--- src/rtl/wake_filter_pkg.sv ---
package wake_filter_pkg;

    localparam int NUM_FILTERS = 4;
    localparam int FILTER_WORDS = 8;
    localparam int MASK_BITS = 31;
    localparam int DA_BYTES = 6;

    // Register byte addresses on the bus.
    localparam logic [7:0] ADDR_CTRL = 8'h00;
    localparam logic [7:0] ADDR_FILTER = 8'h04;
    localparam logic [2:0] HSIZE_WORD = 3'h2;

    // Fields of the wake control and status register.
    localparam int CTRL_ENABLE_BIT = 0;
    localparam int CTRL_RECEIVED_BIT = 1;
    localparam int CTRL_PME_EN_BIT = 2;
    localparam int CTRL_GLOBAL_UNI_BIT = 9;

    // Filter word order and fields inside each per-filter byte.
    localparam logic [2:0] WORD_CMD = 3'h4;
    localparam logic [2:0] WORD_OFFSET = 3'h5;
    localparam logic [2:0] WORD_CRC_LO = 3'h6;
    localparam logic [2:0] WORD_CRC_HI = 3'h7;
    localparam int CMD_ENABLE_BIT = 0;
    localparam int CMD_MCAST_BIT = 3;

    // CRC-16 generator, shifted most significant bit first.
    localparam logic [15:0] CRC_POLY = 16'h8005;
    localparam logic [15:0] CRC_INIT = 16'hffff;
    localparam logic [8:0] IDX_MAX = 9'h1ff;
    localparam logic [7:0] BROADCAST_DISABLE_BYTE = 8'hff;

    typedef enum logic [1:0] {
        ST_IDLE = 2'b00,
        ST_FRAME = 2'b01,
        ST_EVAL = 2'b11
    } frame_state_t;

    // One received byte from the MAC receive datapath.
    typedef struct packed {
        logic valid;
        logic first;
        logic last;
        logic addr_pass;
        logic [7:0] data;
    } rx_beat_t;

    typedef struct packed {
        logic [15:0] crc;
    } crc_state_t;

    typedef struct packed {
        logic enable;
        logic received;
        logic pme_en;
        logic global_uni;
        logic [2:0] ptr;
        logic [FILTER_WORDS-1:0][31:0] words;
        frame_state_t fstate;
        logic [8:0] idx;
        logic mcast;
        logic broadcast_disable;
        logic pass;
        logic wr_pend;
        logic rd_wait;
        logic [7:0] addr;
        logic [31:0] rdata;
    } wake_state_t;

endpackage

--- src/rtl/wake_crc16.sv ---
`timescale 1ns/100ps
module wake_crc16
    import wake_filter_pkg::*;
(
    input wire logic clk,
    input wire logic rst_n,
    input wire logic valid,
    input wire logic first,
    input wire logic [8:0] idx,
    input wire logic [7:0] data,
    input wire logic [MASK_BITS-1:0] mask,
    input wire logic [7:0] offset,
    output logic [15:0] crc
);

    crc_state_t s_reg, s_next;
    logic [9:0] rel;
    logic in_window;
    logic hit;

    // Folds one byte into the running remainder.
    function automatic logic [15:0] crc_byte(input logic [15:0] c, input logic [7:0] d);
        logic [15:0] r;
        r = c;
        for (int b = 7; b >= 0; b--) begin
            r = (r[15] ^ d[b]) ? ((r << 1) ^ CRC_POLY) : (r << 1);
        end
        return r;
    endfunction

    // Byte selection: the window opens at the offset and spans the mask.
    always_comb begin
        rel = {1'b0, idx} - {2'b00, offset};
        // offset starts window
        in_window = (idx >= {1'b0, offset}) && (rel < 10'(MASK_BITS));
        // mask bit selects byte
        hit = valid && in_window && mask[rel[4:0]];
        s_next = s_reg;
        // restart per frame
        if (valid && first) begin
            s_next.crc = hit ? crc_byte(CRC_INIT, data) : CRC_INIT;
        end else if (hit) begin
            s_next.crc = crc_byte(s_reg.crc, data);
        end
    end

    always_ff @(posedge clk or negedge rst_n) begin
        if (!rst_n) begin
            s_reg <= '{crc: CRC_INIT};
        end else begin
            s_reg <= s_next;
        end
    end

    assign crc = s_reg.crc;

    property p_crc_restart;
        @(posedge clk) disable iff (!rst_n)
        valid && first && !hit |=> crc == CRC_INIT;
    endproperty
    a_crc_restart: assert property (p_crc_restart) else $error("CRC not restarted.");

    property p_crc_skip;
        @(posedge clk) disable iff (!rst_n)
        !first && (!valid || !in_window) |=> $stable(crc);
    endproperty
    a_crc_skip: assert property (p_crc_skip) else $error("CRC changed outside window.");

endmodule // wake_crc16

--- src/rtl/wake_frame_filter.sv ---
// Design decisions made here: the address map and the AHB-Lite register port.
`timescale 1ns/100ps
// Contract
// enable enters detection, stops normal receive
// recognised frame raises wake event output
// recognised frame sets received status flag
// clearing enable resumes normal reception
// four filters with own fields
// wake needs address check and CRC match
// mask bit j selects byte offset+j
// host programs filters before enabling
// eight writes fill successive filter words
// command bit 3 selects multicast or unicast
// command bit 0 enables the filter
// offset byte gives first checked byte
// each filter holds expected CRC-16
// broadcast wakes despite broadcast disable
// detection works in every power state
// wake may drive the power event output
// CRC field bits 15:0 compared for match
// broadcast, global unicast, or filter pass wakes
// words: masks, command, offsets, two CRC words
// CRC restarts per frame, ends at window
module wake_frame_filter
    import wake_filter_pkg::*;
(
    input wire logic SYS_CLK,
    input wire logic RESET_N,
    input wire logic HSEL,
    input wire logic [7:0] HADDR,
    input wire logic [1:0] HTRANS,
    input wire logic HWRITE,
    input wire logic [2:0] HSIZE,
    input wire logic [31:0] HWDATA,
    input wire logic HREADY,
    output logic [31:0] HRDATA,
    output logic HREADYOUT,
    output logic HRESP,
    input wire rx_beat_t RX_BEAT,
    output logic RX_NORMAL_EN,
    output logic WAKE_EVENT,
    output logic POWER_EVENT_N
);

    logic [1:0] rst_sync_reg;
    logic rst_n;
    wake_state_t s_reg, s_next;
    logic addr_phase;
    logic wr_ctrl;
    logic wr_filter;
    logic [8:0] beat_idx;
    logic [NUM_FILTERS-1:0][15:0] crc_calc;
    logic [NUM_FILTERS-1:0] filt_hit;
    logic any_hit;

    // Reset is applied at once but released through two flops.
    always_ff @(posedge SYS_CLK or negedge RESET_N) begin
        if (!RESET_N) begin
            rst_sync_reg <= 2'b00;
        end else begin
            rst_sync_reg <= {rst_sync_reg[0], 1'b1};
        end
    end
    assign rst_n = rst_sync_reg[1];

    assign addr_phase = HSEL && HTRANS[1] && HREADY;
    assign wr_ctrl = s_reg.wr_pend && (s_reg.addr == ADDR_CTRL);
    assign wr_filter = s_reg.wr_pend && (s_reg.addr == ADDR_FILTER);
    assign beat_idx = RX_BEAT.first ? 9'h000 : s_reg.idx;

    // One CRC engine and one match decision per filter.
    generate
        for (genvar i = 0; i < NUM_FILTERS; i++) begin : g_filter
            logic [7:0] cmd;
            logic [15:0] expect_crc;
            logic addr_ok;
            assign cmd = s_reg.words[WORD_CMD][8*i +: 8];
            // stored expected CRC
            // expected CRC field
            assign expect_crc = s_reg.words[WORD_CRC_LO + 3'(i / 2)][16*(i % 2) +: 16];
            // per-filter engine
            wake_crc16 u_crc (
                .clk(SYS_CLK),
                .rst_n(rst_n),
                .valid(RX_BEAT.valid && s_reg.enable),
                .first(RX_BEAT.first),
                .idx(beat_idx),
                .data(RX_BEAT.data),
                .mask(s_reg.words[i][MASK_BITS-1:0]),
                .offset(s_reg.words[WORD_OFFSET][8*i +: 8]),
                .crc(crc_calc[i])
            );
            // broadcast ignores broadcast disable
            // address cases that wake
            // address type match
            assign addr_ok = s_reg.broadcast_disable
                || (!s_reg.mcast && s_reg.global_uni)
                || (s_reg.pass && (s_reg.mcast == cmd[CMD_MCAST_BIT]));
            // filter enable
            // address check and CRC match
            assign filt_hit[i] = cmd[CMD_ENABLE_BIT] && (crc_calc[i] == expect_crc) && addr_ok;

            property p_type_gate;
                @(posedge SYS_CLK) disable iff (!rst_n)
                s_reg.fstate == ST_EVAL && filt_hit[i] && !s_reg.broadcast_disable && !s_reg.global_uni
                    |-> s_reg.mcast == cmd[CMD_MCAST_BIT];
            endproperty
            a_type_gate: assert property (p_type_gate) else $error("Wrong address type.");

            property p_disabled;
                @(posedge SYS_CLK) disable iff (!rst_n)
                !cmd[CMD_ENABLE_BIT] |-> !filt_hit[i];
            endproperty
            a_disabled: assert property (p_disabled) else $error("Disabled filter hit.");
        end
    endgenerate

    assign any_hit = |filt_hit;

    // Next state: bus slave, filter loading and frame tracking.
    always_comb begin
        s_next = s_reg;
        s_next.wr_pend = 1'b0;
        s_next.rd_wait = 1'b0;
        if (addr_phase) begin
            s_next.addr = HADDR;
            s_next.wr_pend = HWRITE && (HSIZE == HSIZE_WORD);
            s_next.rd_wait = !HWRITE;
        end
        // Reads wait one cycle so a write just before is always seen.
        if (s_reg.rd_wait) begin
            s_next.rdata = 32'h0000_0000;
            if (s_reg.addr == ADDR_CTRL) begin
                s_next.rdata[CTRL_ENABLE_BIT] = s_reg.enable;
                s_next.rdata[CTRL_RECEIVED_BIT] = s_reg.received;
                s_next.rdata[CTRL_PME_EN_BIT] = s_reg.pme_en;
                s_next.rdata[CTRL_GLOBAL_UNI_BIT] = s_reg.global_uni;
            end else if (s_reg.addr == ADDR_FILTER) begin
                s_next.rdata = s_reg.words[s_reg.ptr];
                s_next.ptr = s_reg.ptr + 3'h1;
            end
        end
        if (wr_ctrl) begin
            // enable detection
            // clear resumes normal
            s_next.enable = HWDATA[CTRL_ENABLE_BIT];
            s_next.pme_en = HWDATA[CTRL_PME_EN_BIT];
            s_next.global_uni = HWDATA[CTRL_GLOBAL_UNI_BIT];
            s_next.ptr = 3'h0;
            if (HWDATA[CTRL_RECEIVED_BIT]) begin
                s_next.received = 1'b0;
            end
        end
        // steer successive writes
        // fixed word order
        if (wr_filter) begin
            s_next.words[s_reg.ptr] = HWDATA;
            s_next.ptr = s_reg.ptr + 3'h1;
        end
        // no power state gating here
        case (s_reg.fstate)
            ST_IDLE: begin
                if (s_reg.enable && RX_BEAT.valid && RX_BEAT.first) begin
                    s_next.idx = 9'h001;
                    s_next.mcast = RX_BEAT.data[0];
                    s_next.broadcast_disable = RX_BEAT.data == BROADCAST_DISABLE_BYTE;
                    s_next.pass = RX_BEAT.addr_pass;
                    s_next.fstate = RX_BEAT.last ? ST_EVAL : ST_FRAME;
                end
            end
            ST_FRAME: begin
                if (RX_BEAT.valid) begin
                    if (s_reg.idx < 9'(DA_BYTES)) begin
                        s_next.broadcast_disable = s_reg.broadcast_disable && (RX_BEAT.data == BROADCAST_DISABLE_BYTE);
                    end
                    if (s_reg.idx != IDX_MAX) begin
                        s_next.idx = s_reg.idx + 9'h001;
                    end
                    s_next.pass = RX_BEAT.addr_pass;
                    if (RX_BEAT.last) begin
                        s_next.fstate = ST_EVAL;
                    end
                end
            end
            ST_EVAL: begin
                // set received flag
                if (any_hit) begin
                    s_next.received = 1'b1;
                end
                s_next.fstate = ST_IDLE;
            end
            default: begin
                s_next.fstate = ST_IDLE;
            end
        endcase
        // Looking at the next enable drops a frame in the same edge that clears it.
        if (!s_next.enable) begin
            s_next.fstate = ST_IDLE;
        end
    end

    always_ff @(posedge SYS_CLK or negedge rst_n) begin
        if (!rst_n) begin
            s_reg <= '0;
        end else begin
            s_reg <= s_next;
        end
    end

    // Outputs other than HRESP are all taken from registered state.
    assign HRDATA = s_reg.rdata;
    assign HREADYOUT = !s_reg.rd_wait;
    assign HRESP = 1'b0;
    assign RX_NORMAL_EN = !s_reg.enable;
    // wake event level
    assign WAKE_EVENT = s_reg.received;
    // power event path
    assign POWER_EVENT_N = !(s_reg.received && s_reg.pme_en);

    property p_enter_mode;
        @(posedge SYS_CLK) disable iff (!rst_n)
        wr_ctrl && HWDATA[CTRL_ENABLE_BIT] |=> !RX_NORMAL_EN;
    endproperty
    a_enter_mode: assert property (p_enter_mode) else $error("Normal receive not stopped.");

    property p_leave_mode;
        @(posedge SYS_CLK) disable iff (!rst_n)
        wr_ctrl && !HWDATA[CTRL_ENABLE_BIT] |=> RX_NORMAL_EN && s_reg.fstate == ST_IDLE;
    endproperty
    a_leave_mode: assert property (p_leave_mode) else $error("Normal receive not resumed.");

    property p_flag_set;
        @(posedge SYS_CLK) disable iff (!rst_n)
        s_reg.fstate == ST_EVAL && any_hit |=> s_reg.received;
    endproperty
    a_flag_set: assert property (p_flag_set) else $error("Received flag not set on match.");

    property p_wake_cause;
        @(posedge SYS_CLK) disable iff (!rst_n)
        $rose(WAKE_EVENT) |-> $past(s_reg.fstate) == ST_EVAL && $past(any_hit);
    endproperty
    a_wake_cause: assert property (p_wake_cause) else $error("Wake event without a match.");

    property p_broadcast_disable_wake;
        @(posedge SYS_CLK) disable iff (!rst_n)
        s_reg.fstate == ST_EVAL && s_reg.broadcast_disable && filt_hit[0] |=> WAKE_EVENT;
    endproperty
    a_broadcast_disable_wake: assert property (p_broadcast_disable_wake) else $error("Broadcast did not wake.");

    property p_ptr_step;
        @(posedge SYS_CLK) disable iff (!rst_n)
        wr_filter |=> s_reg.ptr == $past(s_reg.ptr) + 3'h1;
    endproperty
    a_ptr_step: assert property (p_ptr_step) else $error("Filter pointer did not advance.");

    property p_cmd_word;
        @(posedge SYS_CLK) disable iff (!rst_n)
        wr_filter && s_reg.ptr == WORD_CMD |=> s_reg.words[WORD_CMD] == $past(HWDATA);
    endproperty
    a_cmd_word: assert property (p_cmd_word) else $error("Command word not written.");

    property p_pme;
        @(posedge SYS_CLK) disable iff (!rst_n)
        !POWER_EVENT_N |-> WAKE_EVENT && s_reg.pme_en;
    endproperty
    a_pme: assert property (p_pme) else $error("Power event without enabled wake.");

    c_wake: cover property (@(posedge SYS_CLK) disable iff (!rst_n) $rose(WAKE_EVENT));
    c_load: cover property (@(posedge SYS_CLK) disable iff (!rst_n)
        wr_filter && s_reg.ptr == WORD_CRC_HI);
    c_read: cover property (@(posedge SYS_CLK) disable iff (!rst_n) s_reg.rd_wait ##1 HREADYOUT);

endmodule // wake_frame_filter

--- config.mk ---
export PLATFORM = sky130hd
export DESIGN_NAME = wake_frame_filter
export DESIGN_NICKNAME = d
export VERILOG_FILES = /design/src/rtl/wake_filter_pkg.sv /design/src/rtl/wake_crc16.sv /design/src/rtl/wake_frame_filter.sv
export SDC_FILE = /design/constraint.sdc
export NUM_CORES = 1
export LEC_CHECK = 0
export ABC_AREA = 1
export ABC_CLOCK_PERIOD_IN_PS = 29500
export BUFFER_PORTS_ARGS = -buffer_cell sky130_fd_sc_hd__buf_2
export CORE_MARGIN = 3
export CORE_UTILIZATION = 47
export CTS_CLUSTER_SIZE = 40
export DETAILED_ROUTE_END_ITERATION = 8
export PLACE_DENSITY = 0.74
export SLEW_MARGIN = 20
export SYNTH_ARGS = -nofsm -noshare
export SYNTH_HDL_FRONTEND = slang
export SYNTH_SLANG_ARGS = --single-unit
--- constraint.sdc ---
create_clock -name SYS_CLK -period 29.5 [get_ports SYS_CLK]
set_input_delay 1.475 -clock SYS_CLK [delete_from_list [all_inputs] [get_ports SYS_CLK]]
set_output_delay 1.475 -clock SYS_CLK [all_outputs]
set_load 0.01 [all_outputs]
==> results_dict.tcl <==
set metrics [dict create \
    clk-insertion-delay-late_ns 0.58 \
    cp_data_arrival_time_ns 5.99 \
    clockBufferDepth 3 \
    cts_tree "done" \
    gp_congestion 0.954 \
    whs_endpoint "rst_sync_reg[1]" \
    cts_setup_buffers 0 \
    synth-edff-count 0 \
    drc_errors 0 \
    slew-limit-headroom_pct 27.2 \
    p_switching_mw 0.393 \
    p_clk_share_pct 39.8 \
    yosysWarningCount 0 \
    yosys_most_used_dff "dfrtp_1" \
    synth_nets 3316 \
    synthToLayoutAreaGrowth_pct 6.02 \
    mostFrequentLayoutCell "nand2_1" \
    reg2reg_slack_ns 24.71 \
    drt_first_pass_iters 6 \
    antenna_found_initial 0 \
    portBuffers 96 \
    cellInternalPower_mw 0.877 \
    yosysUniqueCellTypes 55 \
    grt_usage_pct 28.5 \
    hold_violations 0 \
    die_w_um 231 \
    p_leak_nw 13.4 \
    r2r-start "s_reg[46]" \
    hold_start "rst_sync_reg[0]" \
    avgSynthCellArea_um2 7.43 \
    cp_cell_sequence "buf_2 -> nor2_1 -> inv_1 -> fa_1 -> inv_1 -> nand3_1 -> nand3_1 -> nand2_1 -> nand2_1 -> nand3_1 -> nand3b_1 -> nor2_2 -> nand3_1 -> nand2_1" \
    grt_pass1_wl_um 118000 \
    synth-seq-cells 385 \
    dp_hpwl_um 54500 \
    ant_nets 0 \
    rows 81 \
    wl_per_cell_um 19.7 \
    power_frac_comb_pct 16.4 \
    run_status "completed" \
    whs_ns 0.349 \
    p_seq_share_pct 43.8 \
    cts.sinks 385 \
    r2r-end "g_filter[2].u_crc.crc[9]" \
    via_count 21878 \
    antenna_cells 0 \
    slew_violations 0 \
    wirelength_um 76500 \
    start_kind "primary input" \
    rsz0062_at_grt "false" \
    fin_skew_ns 0.0166 \
    final_cell_mix "nand2_1 (1132), dfrtp_1 (319), inv_1 (280)" \
    cts_resized 0 \
    timing_worst_setup_path_type "primary input to flip-flop" \
    cts_root_buffer "clkbuf_16" \
    totalPowerFinal_mw 1.27 \
    grt_max_degree 181 \
    initial_core_util_pct 48.2 \
    ctsHoldBuffers 0 \
    crit_required_ns 30.01 \
    fmax_mhz 183 \
    synth_cells 3211 \
    cp_max_fo 21 \
    crit_top_cell "nand3_1" \
    dieArea_um2 53500 \
    finalSetupViolCount 0 \
    die-height_um 231 \
    yosysSeqAreaShare_pct 40.7 \
    tightest_slew_ns 1.09 \
    ctsHtreeMaxLevel 2 \
    num-nets-final 3292 \
    reg2regPathDepth 14 \
    cp-end-kind "flip-flop" \
    slowest_delay_ns 0.97 \
    grt_busiest_layer "met2" \
    fill_cells 4784 \
    clk_pin_slew_worst_paths_ns 0.06 \
    numCtsBuffers 43 \
    final.min_clock_period_ns 5.48 \
    ys_async_sr_fraction_pct 100 \
    met3_usage_pct 5.32 \
    grt_pass1_vias 20144 \
    hold_class "flip-flop to flip-flop" \
    holdPathStages 0 \
    grt.met2_usage_pct 44.0 \
    slowest_stage "fa_1" \
    globalRoute.totalOverflow 0 \
    core_um2 49600 \
    cap_violations 0 \
    drtIter0Drc 2505 \
    tns_ns 0 \
    drive_gt1_share_pct 12.6 \
    startpoint "RX_BEAT[10]" \
    min_period_over_period_pct 18.6 \
    power_density_nw_per_um2 50.2 \
    via_per_inst 5.64 \
    p_sw_share_pct 31.0 \
    synth_area_um2 23900 \
    io_pins 99 \
    ir_worst_vdd_mv 0.0411 \
    grt_use_met1_pct 39.0 \
]
## area by class of cell
class	count	area (um2)	share of cell area (%)
multi-input cells	2359	11800	46.7
inverters	291	1100	4.33
clock inverters	15	87.6	0.346
repair buffers	107	588	2.32
well taps	664	831	3.28
clock buffers	59	1180	4.65
flip-flops and latches	385	9720	38.4
## worst max-delay path, delay by kind of cell
| kind | cells | cell delay (ns) |
|---|---|---|
| buf+inv | 3 | 0.93 |
| fa+ha+maj | 1 | 0.97 |
| simple gates | 10 | 2.55 |
## worst max-delay path by stage
stage | slack [ns] | to
floorplan | 18.09 | HRDATA[0]
global placement | 23.69 | g_filter[2].u_crc.crc[9]
detailed placement | 23.58 | g_filter[2].u_crc.crc[9]
CTS | 24.17 | g_filter[2].u_crc.crc[9]
global route | 23.95 | g_filter[2].u_crc.crc[4]
finish | 24.02 | g_filter[2].u_crc.crc[9]
## cells by family (layout without fill, tap and decap cells)
family | count (synthesis) | count (layout) | synth area share, %
compound gates | 604 | 604 | 15.4
xor+xnor | 63 | 63 | 2.31
fa+ha+maj | 43 | 43 | 2.38
buf+inv | 467 | 472 | 9.86
flops | 385 | 385 | 40.7
mux | 7 | 7 | 0.330
other cells | 2 | 2 | 0.0315
simple gates | 1640 | 1640 | 29.0
## per-stage QoR
step | cell area (um2) | util, % | setup slack, ns | cells
2_1_floorplan | 23900 | - | 18.09 | 3211
3_3_place_gp | 24000 | 48.5 | 23.69 | 3806
3_5_place_dp | 24000 | 48.5 | 23.58 | 3806
4_1_cts | 25300 | 51.1 | 24.17 | 3880
5_1_grt | 25300 | 51.1 | 23.95 | 3880
6_report | 25300 | 51.1 | 24.02 | 3880
## synthesized netlist by cell type, types with 35 or more instances
cell type / n / area share [%]
nand2_1: 1132 / 18
ha_1: 39 / 2.0
a21oi_1: 35 / 0.73
buf_4: 44 / 1.4
dfrtp_1: 321 / 34
dfstp_2: 64 / 7.0
nor2_1: 169 / 2.7
o21ai_0: 196 / 4.1
o21ai_2: 97 / 3.6
inv_1: 280 / 4.4
o21ai_1: 160 / 3.4
buf_6: 54 / 2.5
clkbuf_1: 51 / 0.80
nand3_1: 209 / 4.4
o22ai_1: 44 / 1.2
xor2_1: 41 / 1.5
## power by group through the flow
stage | Combinational [mW] | Clock [mW] | Sequential (mW)
floorplan | 0.132 | 0 | 0.564
global placement | 0.199 | 0 | 0.565
detailed placement | 0.201 | 0 | 0.565
CTS | 0.202 | 0.509 | 0.556
global route | 0.223 | 0.533 | 0.558
finish | 0.208 | 0.505 | 0.557
## routing by layer
| layer | share of wire (%) | up-vias |
|---|---|---|
| met1 | 42 | 10334 |
| met4 | 5.0 | 0 |
| li1 | - | 10361 |
| met2 | 44 | 993 |
| met3 | 8.8 | 190 |
| met5 | 0 | - |
No activity file was read; power rests on OpenSTA's default activity.
